<file path="src/rate_ctrl_cfg.svh">
// Constants for the conversion-rate control block: offsets, fields, resets, timing
`ifndef RATE_CTRL_CFG_SVH
`define RATE_CTRL_CFG_SVH

// ****************************************
// Register offsets (6-bit register address)
// ****************************************
`define RATE_ADDR            6'h20
`define TEMP_CTRL_ADDR       6'h0A

// ****************************************
// Field positions
// ****************************************
`define RATE_CODE_LSB        0
`define RATE_CODE_MSB        1
`define ATTN_EN_BIT          0
`define LOCAL_EN_BIT         1
`define REMOTE1_EN_BIT       2
`define REMOTE2_EN_BIT       3

// ****************************************
// Reset values
// ****************************************
`define RATE_RESET           2'h2
`define TEMP_CTRL_RESET      4'h0

// ****************************************
// Timing
// ****************************************
`define CLK_MHZ              40
`define ZONE_TIME_US         7500
`define ZONE_CYCLES          (`ZONE_TIME_US * `CLK_MHZ)
`define BASE_INTERVAL_MS     91
`define BASE_INTERVAL_CYCLES (`BASE_INTERVAL_MS * 1000 * `CLK_MHZ)

`endif

</file>
<file path="src/rate_ctrl_pkg.sv">
// Types shared by the conversion-rate control block
package rate_ctrl_pkg;

    // ****************************************
    // Register access request
    // ****************************************
    typedef struct packed {
        logic        write;  // One-cycle write strobe
        logic        read;   // One-cycle read strobe
        logic [5:0]  addr;   // Register address
        logic [15:0] wdata;  // Write data
    } reg_req_type;

    // Temperature control fields, bit 0 first from the right
    typedef struct packed {
        logic remote_zone2_enable;
        logic remote_zone1_enable;
        logic local_zone_enable;
        logic attention_enable;
    } temp_ctrl_type;

    // Rate code field
    typedef struct packed {
        logic rate_code_high;
        logic rate_code_low;
    } rate_code_type;

    // Round sequencer states
    typedef enum logic {
        WAIT_TICK,
        CONVERT
    } round_state_type;

endpackage

</file>
<file path="src/temp_conversion_rate_control.sv">
// Conversion-rate control: register file, interval timer and zone round sequencer
//
// Function
// Rate register at 20h, resets to 2h
// Rate register bits 7:2 read zero
// Normal power: continuous, 91, 182, 364 ms
// Low power: 91, 364, 728, 1456 ms
// Continuous: back-to-back 7.5 ms zones
// One attention pulse per conversion round
// Host software sets non-default rate itself
// Attention needs enable and any zone enabled
// Zone enables gate measurement, reset disabled
// Interval tick starts round, skips disabled zones
`include "rate_ctrl_cfg.svh"

module temp_conversion_rate_control
    import rate_ctrl_pkg::*;
#(
    parameter int unsigned ZONE_CYCLES          = `ZONE_CYCLES,          // Per-zone time
    parameter int unsigned BASE_INTERVAL_CYCLES = `BASE_INTERVAL_CYCLES  // 91 ms unit
) (
    input  wire logic          CLK,
    input  wire logic          RST_N,
    input  wire reg_req_type   REG_REQ,
    input  wire logic          LOW_POWER_SELECT,
    output logic        [15:0] REG_RDATA,
    output logic               REG_RVALID,
    output logic        [2:0]  ZONE_ACTIVE,
    output logic               ROUND_BUSY,
    output logic               ATTENTION
);

    // ****************************************
    // Registers
    // ****************************************
    rate_code_type   rate;               // Conversion interval select
    temp_ctrl_type   ctrl;               // Attention and zone enables
    round_state_type state;              // Round sequencer state
    logic [31:0]     interval_count;     // Counts down to the next tick
    logic [31:0]     zone_count;         // Counts down the current zone
    logic [1:0]      zone;               // Zone now converting
    logic [31:0]     interval_cycles;    // Selected interval length
    logic            continuous;         // Back-to-back mode
    logic            tick;               // Interval expiry
    logic [2:0]      zone_enables;       // Enables as a vector
    logic [1:0]      next_zone;          // Next enabled zone after current
    logic            next_valid;         // Such a zone exists
    logic [1:0]      first_zone;         // First enabled zone
    logic            first_valid;        // Any zone enabled
    logic            round_done;         // Last zone of the round ended

    assign zone_enables = {ctrl.remote_zone2_enable, ctrl.remote_zone1_enable,
                           ctrl.local_zone_enable};

    // ****************************************
    // Register writes
    // ****************************************

    // Rate register; bits above the code are not stored
    always_ff @(posedge CLK) begin
        if (!RST_N) begin
            rate <= `RATE_RESET;
        end else if (REG_REQ.write && REG_REQ.addr == `RATE_ADDR) begin
            rate <= REG_REQ.wdata[`RATE_CODE_MSB:`RATE_CODE_LSB];
        end
    end

    // Temperature control register; everything disabled out of reset
    always_ff @(posedge CLK) begin
        if (!RST_N) begin
            ctrl <= `TEMP_CTRL_RESET;
        end else if (REG_REQ.write && REG_REQ.addr == `TEMP_CTRL_ADDR) begin
            ctrl.attention_enable    <= REG_REQ.wdata[`ATTN_EN_BIT];
            ctrl.local_zone_enable   <= REG_REQ.wdata[`LOCAL_EN_BIT];
            ctrl.remote_zone1_enable <= REG_REQ.wdata[`REMOTE1_EN_BIT];
            ctrl.remote_zone2_enable <= REG_REQ.wdata[`REMOTE2_EN_BIT];
        end
    end

    // ****************************************
    // Register reads
    // ****************************************

    // Read data one cycle after the strobe; unmapped addresses read zero
    always_ff @(posedge CLK) begin
        if (!RST_N) begin
            REG_RDATA  <= 16'h0000;
            REG_RVALID <= 1'b0;
        end else begin
            REG_RVALID <= REG_REQ.read;
            REG_RDATA  <= 16'h0000;
            if (REG_REQ.read) begin
                case (REG_REQ.addr)
                    `RATE_ADDR: begin
                        REG_RDATA <= {14'h0000, rate};
                    end
                    `TEMP_CTRL_ADDR: begin
                        REG_RDATA <= {12'h000, ctrl};                // Reserved as zero
                    end
                    default: begin
                        REG_RDATA <= 16'h0000;                       // Unmapped
                    end
                endcase
            end
        end
    end

    // ****************************************
    // Interval selection
    // ****************************************

    // Every interval is a power-of-two multiple of the 91 ms unit
    always_comb begin
        continuous      = 1'b0;
        interval_cycles = BASE_INTERVAL_CYCLES;
        case ({LOW_POWER_SELECT, rate})
            3'h0: continuous      = 1'b1;
            3'h1: interval_cycles = BASE_INTERVAL_CYCLES;
            3'h2: interval_cycles = 32'(BASE_INTERVAL_CYCLES * 2);
            3'h3: interval_cycles = 32'(BASE_INTERVAL_CYCLES * 4);
            3'h4: interval_cycles = BASE_INTERVAL_CYCLES;
            3'h5: interval_cycles = 32'(BASE_INTERVAL_CYCLES * 4);
            3'h6: interval_cycles = 32'(BASE_INTERVAL_CYCLES * 8);
            3'h7: interval_cycles = 32'(BASE_INTERVAL_CYCLES * 16);
            default: interval_cycles = BASE_INTERVAL_CYCLES;
        endcase
    end

    // Tick on expiry; continuous mode ticks whenever the sequencer is idle
    assign tick = continuous ? (state == WAIT_TICK) : (interval_count == 32'h0000_0000);

    // Interval down-counter; a new rate takes effect at the next reload
    always_ff @(posedge CLK) begin
        if (!RST_N) begin
            interval_count <= 32'h0000_0000;                         // First tick at once
        end else if (continuous || interval_count == 32'h0000_0000) begin
            interval_count <= interval_cycles - 32'h0000_0001;
        end else begin
            interval_count <= interval_count - 32'h0000_0001;
        end
    end

    // ****************************************
    // Zone order: local, remote 1, remote 2
    // ****************************************

    // Next enabled zone strictly after the current one
    always_comb begin
        next_valid = 1'b0;
        next_zone  = 2'h0;
        for (int i = 2; i >= 0; i--) begin
            if (zone_enables[i] && 2'(i) > zone) begin
                next_valid = 1'b1;
                next_zone  = 2'(i);
            end
        end
    end

    // Lowest enabled zone starts a round
    always_comb begin
        first_valid = 1'b0;
        first_zone  = 2'h0;
        for (int i = 2; i >= 0; i--) begin
            if (zone_enables[i]) begin
                first_valid = 1'b1;
                first_zone  = 2'(i);
            end
        end
    end

    assign round_done = (state == CONVERT) && (zone_count == 32'h0000_0000) && !next_valid;

    // ****************************************
    // Round sequencer
    // ****************************************

    // A tick that lands mid-round is dropped; rounds never overlap
    always_ff @(posedge CLK) begin
        if (!RST_N) begin
            state      <= WAIT_TICK;
            zone       <= 2'h0;
            zone_count <= 32'h0000_0000;
        end else begin
            case (state)
                WAIT_TICK: begin
                    if (tick && first_valid) begin
                        state      <= CONVERT;
                        zone       <= first_zone;
                        zone_count <= ZONE_CYCLES - 32'h0000_0001;
                    end
                end
                CONVERT: begin
                    if (zone_count != 32'h0000_0000) begin
                        zone_count <= zone_count - 32'h0000_0001;
                    end else if (next_valid) begin
                        zone       <= next_zone;
                        zone_count <= ZONE_CYCLES - 32'h0000_0001;
                    end else begin
                        state <= WAIT_TICK;
                    end
                end
                default: begin
                    state <= WAIT_TICK;
                end
            endcase
        end
    end

    // ****************************************
    // Outputs
    // ****************************************

    // Zone strobe follows the sequencer; a zone disabled mid-round still finishes
    always_ff @(posedge CLK) begin
        if (!RST_N) begin
            ZONE_ACTIVE <= 3'h0;
            ROUND_BUSY  <= 1'b0;
        end else begin
            ROUND_BUSY  <= (state == CONVERT) && !round_done;
            ZONE_ACTIVE <= 3'h0;
            if (state == WAIT_TICK && tick && first_valid) begin
                ZONE_ACTIVE <= 3'(1 << first_zone);
                ROUND_BUSY  <= 1'b1;
            end else if (state == CONVERT && !round_done) begin
                if (zone_count == 32'h0000_0000) begin
                    ZONE_ACTIVE <= 3'(1 << next_zone);
                end else begin
                    ZONE_ACTIVE <= 3'(1 << zone);
                end
            end
        end
    end

    // One attention pulse at the end of each round, if enabled
    always_ff @(posedge CLK) begin
        if (!RST_N) begin
            ATTENTION <= 1'b0;
        end else begin
            ATTENTION <= round_done && ctrl.attention_enable && (|zone_enables);
        end
    end

endmodule // temp_conversion_rate_control

</file>
<file path="config.mk">
export PLATFORM = sky130hd
export DESIGN_NAME = temp_conversion_rate_control
export DESIGN_NICKNAME = d
export VERILOG_FILES = /design/src/rate_ctrl_pkg.sv /design/src/temp_conversion_rate_control.sv
export VERILOG_INCLUDE_DIRS = /design/src
export SDC_FILE = /design/constraint.sdc
export NUM_CORES = 1
export LEC_CHECK = 0
export BUFFER_PORTS_ARGS = -buffer_cell sky130_fd_sc_hd__buf_2
export CORE_ASPECT_RATIO = 2
export CORE_UTILIZATION = 59
export DETAILED_ROUTE_END_ITERATION = 12
export GPL_ROUTABILITY_DRIVEN = 1
export MAX_ROUTING_LAYER = met4
export PLACE_DENSITY = 0.8
export SLEW_MARGIN = 20
export SYNTH_ARGS = -nofsm -noshare
export SYNTH_HDL_FRONTEND = slang
export SYNTH_SLANG_ARGS = --single-unit
</file>
<file path="constraint.sdc">
create_clock -name CLK -period 4.65 [get_ports CLK]
set_clock_uncertainty 0.1 [all_clocks]
set_input_delay 0.6975 -clock CLK [delete_from_list [all_inputs] [get_ports CLK]]
set_output_delay 0.6975 -clock CLK [all_outputs]
set_load 0.01 [all_outputs]
</file>
Yosys cells after proc, flatten, opt, wreduce, memory -nomap -nowiden

Cells that the tools add are included.

Input port bits: 27
Register bits: 95

Bitwise operators: 1
Shift operators: 3
Equal/unequal tests: 11
$add $sub $neg: 3
Reduce and logical (&&, ||, !) cells: 25
Muxes and demuxes: 33
$lt $le $gt $ge: 3

Operators with widths:

| kind                                                                 | number |
|---|---|
| 32-bit two-way mux                                                   | 4 |
| 26-bit case mux with 4 select lines                                  | 1 |
| 32-bit by 1-bit subtractor with 32-bit output, second input constant | 3 |
| 32-bit logical NOT                                                   | 2 |
| 32-bit case mux with 2 select lines                                  | 1 |
| 32-bit nonzero test                                                  | 1 |
| 2-bit two-way mux                                                    | 9 |
| 1-bit logical AND                                                    | 13 |
| 1-bit two-way mux                                                    | 12 |
| 3-bit == test, second input constant                                 | 3 |
| 3-bit two-way mux                                                    | 3 |
| 1-bit by 2-bit left shift with 3-bit output, first input constant    | 3 |
| 4-bit case mux with 2 select lines                                   | 1 |
| 3-bit by 2-bit == test with 1-bit output, second input constant      | 2 |
| 6-bit by 4-bit == test with 1-bit output, second input constant      | 1 |
| 6-bit == test, second input constant                                 | 1 |
| 1-bit by 2-bit > comparator with 1-bit output, first input constant  | 2 |
| 2-bit by 1-bit != test with 1-bit output, second input constant      | 2 |
| 2-bit case mux with 2 select lines                                   | 1 |
| 2-bit AND reduction                                                  | 2 |
| 3-bit logical NOT                                                    | 1 |
| 3-bit by 1-bit != test with 1-bit output, second input constant      | 1 |
| 3-bit AND reduction                                                  | 1 |
| 3-bit OR reduction                                                   | 1 |
| 7 further kinds                                                      | 8 |

Logic depth before layout (Yosys ltp)

Gate-level depths: netlist (run 1).

Depth in word-level cells: 11
Depth in mapped cells: 12

Worst setup path before layout (run 1)

Ideal clock, no wire load.

Path kind: input to register
From: input port LOW_POWER_SELECT
To: register interval_count[30]
Stages: 11
Required time: 4,464 ps
Library setup time: 86 ps
Buffers on the path: 1
Slack: 1,130 ps
Arrival: 3,335 ps
Path through: nor2_1 nand2_1 clkbuf_1 nand2_1 ha_1 o21ai_1 or3_4 a2111o_1 a211o_1 or3_1 a211oi_1

Longest elaborated chain between the ends: 5

Ends and longest elaborated chain:

| item                                                                      | line                                | source |
|---|---|---|
| start, declared                                                           | temp_conversion_rate_control.sv:25  | `input wire logic LOW_POWER_SELECT,` |
| 3-bit == test or 3-bit by 2-bit == test with 1-bit output (tied branches) | temp_conversion_rate_control.sv:116 | `case ({LOW_POWER_SELECT, rate})` |
| 2-bit OR reduction (no line)                                              | n/a                                 |  |
| 26-bit case mux with 4 select lines                                       | temp_conversion_rate_control.sv:116 |  |
| 32-bit by 1-bit subtractor with 32-bit output                             | temp_conversion_rate_control.sv:137 | `interval_count <= interval_cycles - 32'h0000_0001;` |
| 32-bit two-way mux (*)                                                    | temp_conversion_rate_control.sv:136 | `end else if (continuous \|\| interval_count == 32'h0000_0000) begin` |
| end signal, assigned                                                      | temp_conversion_rate_control.sv:137 |  |
| end signal, assigned                                                      | temp_conversion_rate_control.sv:139 | `interval_count <= interval_count - 32'h0000_0001;` |
| end, declared                                                             | temp_conversion_rate_control.sv:39  | `logic [31:0] interval_count;` |

Every way passes the cells marked *; elsewhere a longest branch is shown, timed or not.
A chain may end at the register's enable or synchronous reset.

Worst setup path after layout (run 1)

From: register zone_count[4]
To: register zone_count[6]

Longest elaborated chain between the ends: 3

Ends and longest elaborated chain:

| item                                                                                 | line                                                                     | source |
|---|---|---|
| start, declared                                                                      | temp_conversion_rate_control.sv:40                                       | `logic [31:0] zone_count;` |
| start signal, assigned                                                               | temp_conversion_rate_control.sv:189                                      | `zone_count <= ZONE_CYCLES - 32'h0000_0001;` |
| start signal, assigned                                                               | temp_conversion_rate_control.sv:194                                      | `zone_count <= zone_count - 32'h0000_0001;` |
| start signal, assigned                                                               | temp_conversion_rate_control.sv:197                                      | `zone_count <= ZONE_CYCLES - 32'h0000_0001;` |
| 32-bit by 1-bit subtractor with 32-bit output or 32-bit nonzero test (tied branches) | temp_conversion_rate_control.sv:194, temp_conversion_rate_control.sv:193 |  |
| 32-bit two-way mux or 3-bit by 1-bit != test with 1-bit output (tied branches)       | n/a                                                                      |  |
| 32-bit case mux with 2 select lines or 2-bit AND reduction (tied branches)           | n/a                                                                      |  |

Several ways; a longest one is shown, not always the timed one.

==> impl_results.md, run 1 <==
- Multiplexer share of the synthesized area: 0.02203
- Cts bufs inserted: 9
- Fin crit share: 0.7991
- Final antenna-violating net count: 0
- Psw: 1054 uW
- Die X: 64.06 um
- Core Area: 7377 um2
- PwrDens: 534.9 nW/um2
- Critical Path Fanout Max: 25
- FF+latch area: 1662 um2
- Wire per inst: 18.34 um
- Initial DRC count: 431
- Sw Share: 0.3971
- Most common cell after layout, fill and taps aside: dfxtp_1
- Synth async-reset ratio: 0
- Worst-path clk slew: 60 ps
- Synth Area in Simple Gates: 0.2910
- Flop pwr share: 0.332
- CTS tree: built
- Layout cells sized above 1: 0.1151
- Worst r2r src: zone_count[4]
- Final-report hold violation count: 0
- Cell taking the most area after synthesis: dfxtp_1
- CP required: 4770 ps
- CP endpoint: zone_count[6]
- Vias/cell: 6.711
- Clk network pwr share: 0.262
- Worst setup path class: flop to flop
- Nets: 608
- Logic pwr share: 0.406
- Tmin final: 3716 ps
- Worst Tran Pin Value: 1095 ps
- Share of the synthesized area in the top cell type: 0.3656
- Final Util: 0.6725
- Clk buf depth: 2
- Number of synthesized flops with an enable pin: 0
- Max cap viols: 0
- Initial Util: 0.6160
- GR Overflow Total: 0
- Max IR drop VDD: 0.4040 mV
- PostCTS Resize Cnt: 0
- Root Driver: clkbuf_16
- Top Ports: 49
- Total GRT Usage: 0.3311
- Library cells used by synthesis: 67
- DP Area: 4677 um2
- Finished Cell Area: 4961 um2
- FF+latch count, synth: 83
- RSZ-0062 raised after global routing: false
- Fill count: 627
- Global-route wire length before repair: 20.19 mm
- Number of diodes: 0
- Clk_lat worst skew: 340 ps
- Rows: 44
- IO Port Bufs: 24
- Die ar.: 8078 um2
- Synth area leaders: dfxtp_1, a21oi_1, nor2_1, nand2_1, nor3_1
- Initial antenna violation count: 0
- Final WL: 12.36 mm
- Synth Area in Adders: 0.01046
- Die Y: 126.1 um
- Reg2reg path depth: 8
- Synth warn: 0
- RePlAce Congestion: 0.9876
- Hpwl dp: 8.725 mm
- Area growth syn-to-layout: 9.169%
- Fmax achieved: 269.1 MHz
- First drt pass iteration count: 5
- Via count: 4523
- Sum Neg Setup Slack: 0 ps
- Number of global-route vias before repair: 4396
- Multi-input logic area: 2636 um2
- Largest family of logic cells by synthesized area: simple AND/OR/NAND/NOR gates
- R2R Path End: zone_count[6]
- H-tree depth: 3
- Post-synth design cell area: 4544 um2
- Status: complete, no violations
- Crit path launch type: flop
- Gate Count Post-Synth: 570
- Worst Hold Class: flop to flop
- Synth Area in XOR/XNOR: 0.02698
- Finish-stage setup viols: 0
- Slew Limit Headroom: 0.2635
- Reg2Reg Setup Slack: 930 ps
- Worst Setup End Kind: flop
- Compound-Gate Fraction of Synth Area: 0.2183
- Internal Power: 1600 uW
- Syn_area_per_cell: 7.973 um2
- Hold Buf Count CTS: 0
- Most frequent cells in the layout: dfxtp_1, nor2_1, nand2_1
- Register area share after synthesis: 0.3656
- Largest net degree at the start of global routing: 51
- Setup crit start: zone_count[4]
- P_leak: 0.001965 uW
- Post-CTS setup buffers: 0
- DR DRC count: 0
- Clock sinks: 83
- Slew Viols, Final: 0
- Top_reg_cell synth: dfxtp_1
- Arrival @ worst endpoint: 3840 ps
## power groups by stage
stage               sequential [uW]  combinational, uW  clock, uW
floorplan                       872                845          0
global placement                889               1020          0
finish                          881               1080        696
global route                    892               1170        732
CTS                             879               1050        698
detailed placement              894               1040          0
## synthesized netlist by cell type (13+ instances only)
master,number
nor2_1,54
clkbuf_1,25
nand3_1,20
a31oi_1,13
or3_1,17
a21oi_1,44
nor3_1,29
dfxtp_1,83
o21ai_0,16
nand2_1,45
or4_1,17
o31ai_1,13
## cells by family after synthesis
family / after synthesis
AND/OR/NAND/NOR: 249
AO/OA/AOI/OAI: 147
flip-flops: 83
buffers and inverters: 62
XOR/XNOR: 14
multiplexers: 10
adder cells (fa/ha/maj): 4
other: 1
## how the worst min path moves through the flow
stage,start,endpoint,depth (start not counted)
after floorplan,interval_count[31],interval_count[31],2
after global placement,interval_count[31],interval_count[31],2
after detailed placement,interval_count[31],interval_count[31],2
after CTS,interval_count[31],interval_count[31],2
after global routing,interval_count[31],interval_count[31],2
final,interval_count[31],interval_count[31],2
## routing by layer
layer	GRT usage	vias up	wire [um]
met2	0.5932	169	6721
met4	0.2032	0	529
li1	-	2128	-
met5	-	-	0
met1	0.3086	2176	4473
met3	0.07428	50	636
## registers in the layout, summed over array words and instances, names as in the netlist
signal	count
zone	2
ROUND_BUSY	1
rate	2
ATTENTION	1
ctrl	4
state	1
ZONE_ACTIVE	3
REG_RVALID	1
interval_count	32
REG_RDATA	4
zone_count	32
## final cells by class
class	count	share of cell area
multi-input combinational	436	0.5314
sequential	83	0.3349
clock buffer	10	0.04615
timing repair buffer	35	0.04338
tap	92	0.02320
clock inverter	5	0.01110
inverter	13	0.009836
## critical path: stages (launching register included)
cell	delay [ps]
dfxtp_1	370
nor4_2	530
nand4_1	350
nor3_1	690
nor2_1	360
a21oi_2	640
buf_12	240
nor3_1	60
o31a_1	260
## per-stage QoR
stage | hold WS (ps) | total power, uW | std cells | setup slack (ps)
after CTS | 357.8 | 2623 | 674 | 1025
after floorplan | 327.6 | 1718 | 581 | 1130
after detailed placement | 349.8 | 1937 | 659 | 1052
after global routing | 384.7 | 2793 | 674 | 669.0
after global placement | 340.0 | 1907 | 659 | 1128
final | 365.6 | 2653 | 674 | 934.2
Note: power is estimated with default switching activity, not from simulation.
==> run 2: changes to the inputs <==
--- a/config.mk
+++ b/config.mk
@@ -8,11 +8,11 @@
 export LEC_CHECK = 0
 export BUFFER_PORTS_ARGS = -buffer_cell sky130_fd_sc_hd__buf_2
 export CORE_ASPECT_RATIO = 2
-export CORE_UTILIZATION = 59
+export CORE_UTILIZATION = 53
 export DETAILED_ROUTE_END_ITERATION = 12
 export GPL_ROUTABILITY_DRIVEN = 1
 export MAX_ROUTING_LAYER = met4
-export PLACE_DENSITY = 0.8
+export PLACE_DENSITY = 0.76
 export SLEW_MARGIN = 20
 export SYNTH_ARGS = -nofsm -noshare
 export SYNTH_HDL_FRONTEND = slang
==> constraint.sdc (replaced) <==
create_clock -name CLK -period 3.37 [get_ports CLK]
set_clock_uncertainty 0.1 [all_clocks]
set_input_delay 0.5055 -clock CLK [delete_from_list [all_inputs] [get_ports CLK]]
set_output_delay 0.5055 -clock CLK [all_outputs]
set_load 0.01 [all_outputs]
==> run 2 against run 1 <==
  * Wire length is 7.3% higher
  * Register-to-register slack worse by 780 ps
  * Highest routed layer unchanged
  * Cell area is 4.2% higher
  * Combinational power is 54% higher
  * Worst setup slack worse by 780 ps
  * Maximum frequency is 16% higher
  * Critical path depth stayed put
  * First-iteration DRC count is 11% lower
  * Clock power is 49% higher
  * Total power is 48% higher
  * Critical endpoint is now zone_count[18]
==> impl_results.md, run 2 (synthesis gave the netlist of run 1 again) <==
- Logic pwr share: 0.423 (was 0.406)
- Internal Power: 2394 uW (was 1600 uW)
- RePlAce Congestion: 0.9521 (was 0.9876)
- Wire per inst: 18.81 um (was 18.34 um)
- Slew Viols, Final: 0 (unchanged)
- Worst hold margin: 321.4 ps (was 365.6 ps)
- Worst setup path class: flop to flop (unchanged)
- Reg2reg path depth: 8 (unchanged)
- Slew Limit Headroom: 0.3157 (was 0.2635)
- Final WL: 13.26 mm (was 12.36 mm)
- Worst Hold Class: input pin to flop (was flop to flop)
- Initial antenna violation count: 0 (unchanged)
- Fmax achieved: 311.3 MHz (was 269.1 MHz)
- Rows: 47 (was 44)
- Die ar.: 8971 um2 (was 8078 um2)
- Top Ports: 49 (unchanged)
- Clk network pwr share: 0.266 (was 0.262)
- Largest net degree at the start of global routing: 51 (unchanged)
- Hold path depth: 3 (was 2)
- H-tree depth: 3 (unchanged)
- Worst Setup End Kind: flop (unchanged)
- First drt pass iteration count: 6 (was 5)
- Initial Util: 0.5481 (was 0.6160)
- PwrDens: 757.3 nW/um2 (was 534.9 nW/um2)
- Crit path launch type: flop (unchanged)
- Root Driver: clkbuf_16 (unchanged)
- Most frequent cells in the layout: dfxtp_1, nor2_1, nand2_1 (unchanged)
- Flop pwr share: 0.312 (was 0.332)
- Max cap viols: 0 (unchanged)
- GR Overflow Total: 0 (unchanged)
- Via count: 4594 (was 4523)
- Worst Tran Pin Value: 1022 ps (was 1095 ps)
- Initial DRC count: 382 (was 431)
- Number of diodes: 0 (unchanged)
- Final-report hold violation count: 0 (unchanged)
- Clk buf depth: 2 (unchanged)
- Clock sinks: 83 (unchanged)
- CP required: 3540 ps (was 4770 ps)
- Hold Buf Count CTS: 0 (unchanged)
- Psw: 1521 uW (was 1054 uW)
- Hpwl dp: 9.474 mm (was 8.725 mm)
- DR DRC count: 0 (unchanged)
- Die X: 67.48 um (was 64.06 um)
- DP Area: 4852 um2 (was 4677 um2)
- Critical Path Fanout Max: 26 (was 25)
- Largest regs: interval_count (32), zone_count (32) (unchanged)
- Arrival @ worst endpoint: 3380 ps (was 3840 ps)
- Max IR drop VDD: 0.5370 mV (was 0.4040 mV)
- P_leak: 0.002090 uW (was 0.001965 uW)
- Status: complete, no violations (unchanged)
- IO Port Bufs: 24 (unchanged)
- Sum Neg Setup Slack: 0 ps (unchanged)
- Core Area: 8292 um2 (was 7377 um2)
- Layout cells sized above 1: 0.1516 (was 0.1151)
- Finished Cell Area: 5170 um2 (was 4961 um2)
- Nets: 632 (was 608)
- Most common cell after layout, fill and taps aside: dfxtp_1 (unchanged)
- CTS tree: built (unchanged)
- Final antenna-violating net count: 0 (unchanged)
- Clk_lat worst skew: 340 ps (about the same)
- Reg2Reg Setup Slack: 160 ps (was 930 ps)
- Total GRT Usage: 0.3342 (was 0.3311)
- Cts bufs inserted: 9 (unchanged)
- Die Y: 133.0 um (was 126.1 um)
- Global-route wire length before repair: 21.97 mm (was 20.19 mm)
- RSZ-0062 raised after global routing: false (unchanged)
- Area growth syn-to-layout: 13.77% (was 9.169%)
- Finish-stage setup viols: 0 (unchanged)
- Sw Share: 0.3885 (was 0.3971)
- Tmin final: 3213 ps (was 3716 ps)
- Vias/cell: 6.516 (was 6.711)
- Worst-path clk slew: 60 ps (about the same)
- Final Util: 0.6235 (was 0.6725)
- Fin crit share: 0.9533 (was 0.7991)
- Number of global-route vias before repair: 4608 (was 4396)
-- run 2: cell count changes in the layout (fill, tap and decap cells not counted), sizes merged --
| cell | before | now |
|---|---|---|
| clkinvlp | 2 | 1 |
| buf | 35 | 59 |
| clkbuf | 10 | 11 |
| bufinv | 1 | 2 |
-- run 2: layer usage --
metal | vias to the layer above | share of wire | global-route usage
met1 | 2173 | 0.35 | 0.3359
met3 | 62 | 0.049 | 0.07931
met5 | - | 0 | -
met4 | 0 | 0.068 | 0.2317
li1 | 2168 | - | -
met2 | 191 | 0.54 | 0.5429
-- run 2: power groups by stage --
stage / combinational, uW / sequential [uW] / clock, uW
4_1_cts: 1600 / 1210 / 1050
3_3_place_gp: 1550 / 1230 / 0
3_5_place_dp: 1590 / 1240 / 0
5_1_grt: 1800 / 1240 / 1100
6_report: 1660 / 1220 / 1040
2_1_floorplan: 1170 / 1200 / 0
-- run 2: through the flow --
step                setup WS, ps  instances  total power [uW]
finish                     157.4        705              3915
global placement           193.4        689              2779
CTS                        156.4        705              3870
floorplan                  41.64        581              2370
global route               21.58        705              4137
detailed placement         164.5        689              2825
-- run 2: critical path: stages (launching register included) --
cell and delay [ps]:
dfxtp_1 320, or4_1 550, or3_4 380, or4_4 560, o211ai_2 210, a21oi_2 90
buf_4 250, or4_1 510, a31oi_1 150
-- run 2: cell type report --
type	count	area, um2
clock inverter	5	77.57
multi-input combinational	436	2644
fill	721	3122
timing repair buffer	59	382.9
clock buffer	11	232.7
sequential	83	1662
tap	98	122.6
inverter	13	48.80
-- run 2: repair_timing --
action | in CTS | in global routing
resized for setup | 0 | 2
setup endpoints to repair | 0 | 12
buffers inserted | 0 | 0
-- run 2: path summary, 6_finish.rpt --
path                                          from                 end
worst min-delay path                    REG_REQ[3]             ctrl[3]
worst max-delay path             interval_count[9]      zone_count[18]
worst min register to register  interval_count[31]  interval_count[31]
worst max register to register   interval_count[9]      zone_count[18]
==> run 3: changes to the inputs <==
--- a/config.mk
+++ b/config.mk
@@ -7,12 +7,12 @@
 export NUM_CORES = 1
 export LEC_CHECK = 0
 export BUFFER_PORTS_ARGS = -buffer_cell sky130_fd_sc_hd__buf_2
-export CORE_ASPECT_RATIO = 2
-export CORE_UTILIZATION = 53
+export CORE_ASPECT_RATIO = 0.9
+export CORE_UTILIZATION = 59
 export DETAILED_ROUTE_END_ITERATION = 12
 export GPL_ROUTABILITY_DRIVEN = 1
 export MAX_ROUTING_LAYER = met4
-export PLACE_DENSITY = 0.76
+export PLACE_DENSITY = 0.8
 export SLEW_MARGIN = 20
 export SYNTH_ARGS = -nofsm -noshare
 export SYNTH_HDL_FRONTEND = slang
==> constraint.sdc (replaced) <==
create_clock -name CLK -period 3 [get_ports CLK]
set_clock_uncertainty 0.1 [all_clocks]
set_input_delay 0.45 -clock CLK [delete_from_list [all_inputs] [get_ports CLK]]
set_output_delay 0.45 -clock CLK [all_outputs]
set_load 0.01 [all_outputs]
==> run 3 against run 2 <==
  * The run now ends with setup timing left
  * Core utilization increased by 17 points
  * Wire length increased by 1.9%
  * Worst setup slack got worse by 270 ps
  * Cell area increased by 11%
  * Critical path type unchanged
  * Critical endpoint unchanged
  * Largest cell class unchanged
  * Largest power group unchanged
==> impl_results.md, run 3 (synthesis gave the netlist of run 1 again) <==
- Status: complete, but fails checks (was complete, no violations)
- Failing checks: setup timing
- Worst Tran Pin Value: 922.1 ps (was 1022 ps)
- Setup WS post-layout: -112.6 ps (was 157.4 ps)
- Final WL: 13.51 mm (was 13.26 mm)
- Vias/cell: 6.529 (was 6.516)
- Number of global-route vias before repair: 4310 (was 4608)
- Psw: 1833 uW (was 1521 uW)
- Hold Buf Count CTS: 0 (unchanged)
- Sw Share: 0.4092 (was 0.3885)
- PwrDens: 780.8 nW/um2 (was 757.3 nW/um2)
- Worst Setup End Kind: flop (unchanged)
- Fill count: 489 (was 721)
- Final-report hold violation count: 0 (unchanged)
- Total GRT Usage: 0.3351 (was 0.3342)
- Fmax achieved: 321.3 MHz (was 311.3 MHz)
- Clk_lat worst skew: 360 ps (was 340 ps)
- RePlAce Congestion: 0.9163 (was 0.9521)
- Critical path's most frequent cell: or4_4 (was or4_1)
- Worst Hold Class: input pin to flop (unchanged)
- Tmin final: 3113 ps (was 3213 ps)
- Met2 Usage GRT: 0.5191 (was 0.5429)
- Core Area: 7257 um2 (was 8292 um2)
- Root Driver: clkbuf_8 (was clkbuf_16)
- Clock sinks: 83 (unchanged)
- Logic pwr share: 0.508 (was 0.423)
- Global Route met3 Usage: 0.05645 (was 0.07931)
- Final antenna-violating net count: 0 (unchanged)
- CTS tree: built (unchanged)
- Top Ports: 49 (unchanged)
- Arrival @ worst endpoint: 3300 ps (was 3380 ps)
- P_leak: 0.002320 uW (was 0.002090 uW)
- Initial antenna violation count: 0 (unchanged)
- Slowest stage delay, CP: 570 ps (was 560 ps)
- Fin crit share: 1.038 (was 0.9533)
- Largest regs: interval_count (32), zone_count (32) (unchanged)
- RSZ-0062 raised after global routing: true (was false)
- Wire per inst: 18.23 um (was 18.81 um)
- H-tree depth: 3 (unchanged)
- First drt pass iteration count: 9 (was 6)
- Worst-path cell chain: or3_4 -> or4_4 -> or4_4 -> o211ai_4 -> a21oi_4 -> buf_12 -> or4_1 -> a31oi_1 (was or4_1 -> or3_4 -> or4_4 -> o211ai_2 -> a21oi_2 -> buf_4 -> or4_1 -> a31oi_1)
- Die X: 94.51 um (was 67.48 um)
- CP max-delay cell: or4_4 (unchanged)
- Most common cell after layout, fill and taps aside: dfxtp_1 (unchanged)
- CP required: 3190 ps (was 3540 ps)
- Worst setup path class: flop to flop (unchanged)
- Initial Util: 0.6262 (was 0.5481)
- Most frequent cells in the layout: dfxtp_1, buf_4, nor2_1 (was dfxtp_1, nor2_1, nand2_1)
- Slew Viols, Final: 0 (unchanged)
- Worst-path clk slew: 90 ps (was 60 ps)
- Slew Limit Headroom: 0.3830 (was 0.3157)
- Die Y: 85.26 um (was 133.0 um)
- Nets: 673 (was 632)
- Clk network pwr share: 0.189 (was 0.266)
- Internal Power: 2646 uW (was 2394 uW)
- Crit path launch type: flop (unchanged)
- Area growth syn-to-layout: 26.21% (was 13.77%)
- GRT Max-Usage Layer: met2 (unchanged)
- Total power draw: 4478 uW (was 3915 uW)
- Finish-stage setup viols: 21 (was 0)
- Max cap viols: 0 (unchanged)
- Rows: 29 (was 47)
- Clk buf depth: 2 (unchanged)
- Die ar.: 8058 um2 (was 8971 um2)
- IO Port Bufs: 24 (unchanged)
- Flop pwr share: 0.303 (was 0.312)
- Final Util: 0.7903 (was 0.6235)
- Cts bufs inserted: 9 (unchanged)
- Number of diodes: 0 (unchanged)
- Critical Path Fanout Max: 7 (was 26)
- Max IR drop VDD: 0.5337 mV (was 0.5370 mV)
- Via count: 4838 (was 4594)
- GR Overflow Total: 0 (unchanged)
- Largest net degree at the start of global routing: 51 (unchanged)
- Layout cells sized above 1: 0.2762 (was 0.1516)
- Global-route wire length before repair: 20.64 mm (was 21.97 mm)
- Hpwl dp: 8.494 mm (was 9.474 mm)
- Met1 Track Usage GR: 0.4504 (was 0.3359)
- Initial DRC count: 510 (was 382)
- DR DRC count: 0 (unchanged)
-- run 3: cell count changes in the layout (fill, tap and decap cells not counted), moves of 3 or more --
cell | before | now
clkbuf_8 | 0 | 11
or4_1 | 17 | 9
a21oi_1 | 44 | 33
a21oi_2 | 1 | 11
buf_6 | 0 | 3
buf_12 | 0 | 3
or3_4 | 2 | 8
clkbuf_16 | 9 | 3
or3_1 | 17 | 11
buf_4 | 35 | 66
or4_4 | 1 | 9
-- run 3: area by class of cell --
| cell class | instances | area, um2 | area share |
|---|---|---|---|
| Multi-Input combinational cell | 436 | 2898 | 0.5052 |
| Sequential cell | 83 | 1663 | 0.2899 |
| Timing Repair Buffer | 100 | 799.5 | 0.1394 |
| Clock buffer | 11 | 151.4 | 0.02640 |
| Tap cell | 93 | 116.4 | 0.02029 |
| Clock inverter | 5 | 58.81 | 0.01025 |
| Inverter | 13 | 48.80 | 0.008508 |
-- run 3: worst max-delay path: cells and delay by family (launching register included) --
kind                   cells  cell delay (ps)
and+or+nand+nor            4             1920
DFF                        1              320
buffers and inverters      1              200
AOI/OAI and AO/OA          3              510
-- run 3: final timing paths --
kind | cells after the start | slack [ps] | start | endpoint
worst max-delay path | 8 | -110 | interval_count[4] | zone_count[18]
worst min register to register | 2 | 380 | zone_count[17] | zone_count[17]
worst min-delay path | 3 | 250 | REG_REQ[0] | rate[0]
worst max register to register | 8 | -110 | interval_count[4] | zone_count[18]
-- run 3: routing by layer --
metal | wire length [um] | vias up | part of all wire
met5 | 0 | - | 0
met4 | 339 | 0 | 0.025
met3 | 1190 | 49 | 0.088
met2 | 6192 | 277 | 0.46
met1 | 5790 | 2266 | 0.43
li1 | - | 2246 | -
-- run 3: power by group through the flow --
stage                     combinational [uW]  clock [uW]  sequential (uW)
after floorplan                         1320           0             1350
after global placement                  1890           0             1370
after detailed placement                1940           0             1370
after CTS                               2040         860             1350
after global routing                    2420         895             1370
final                                   2270         845             1360
-- run 3: what timing repair did --
action	CTS	global route
gates cloned	2	1
gates resized for setup	13	46
pin swaps	9	13
buffers inserted	2	6
endpoints found under the setup margin	23	49
-- run 3: through the flow --
stage          TNS [ps]  area, um2  hold WS, ps  std cells  worst slack (ps)
2_1_floorplan         0       4607        327.6        581             10.72
3_3_place_gp     -488.5       5132        340.4        715            -171.8
3_5_place_dp      -1008       5132        348.4        715            -149.8
4_1_cts           -1919       5474        229.9        735            -115.5
5_1_grt           -3127       5736        240.2        741            -186.9
6_report          -1551       5736        249.4        741            -112.6
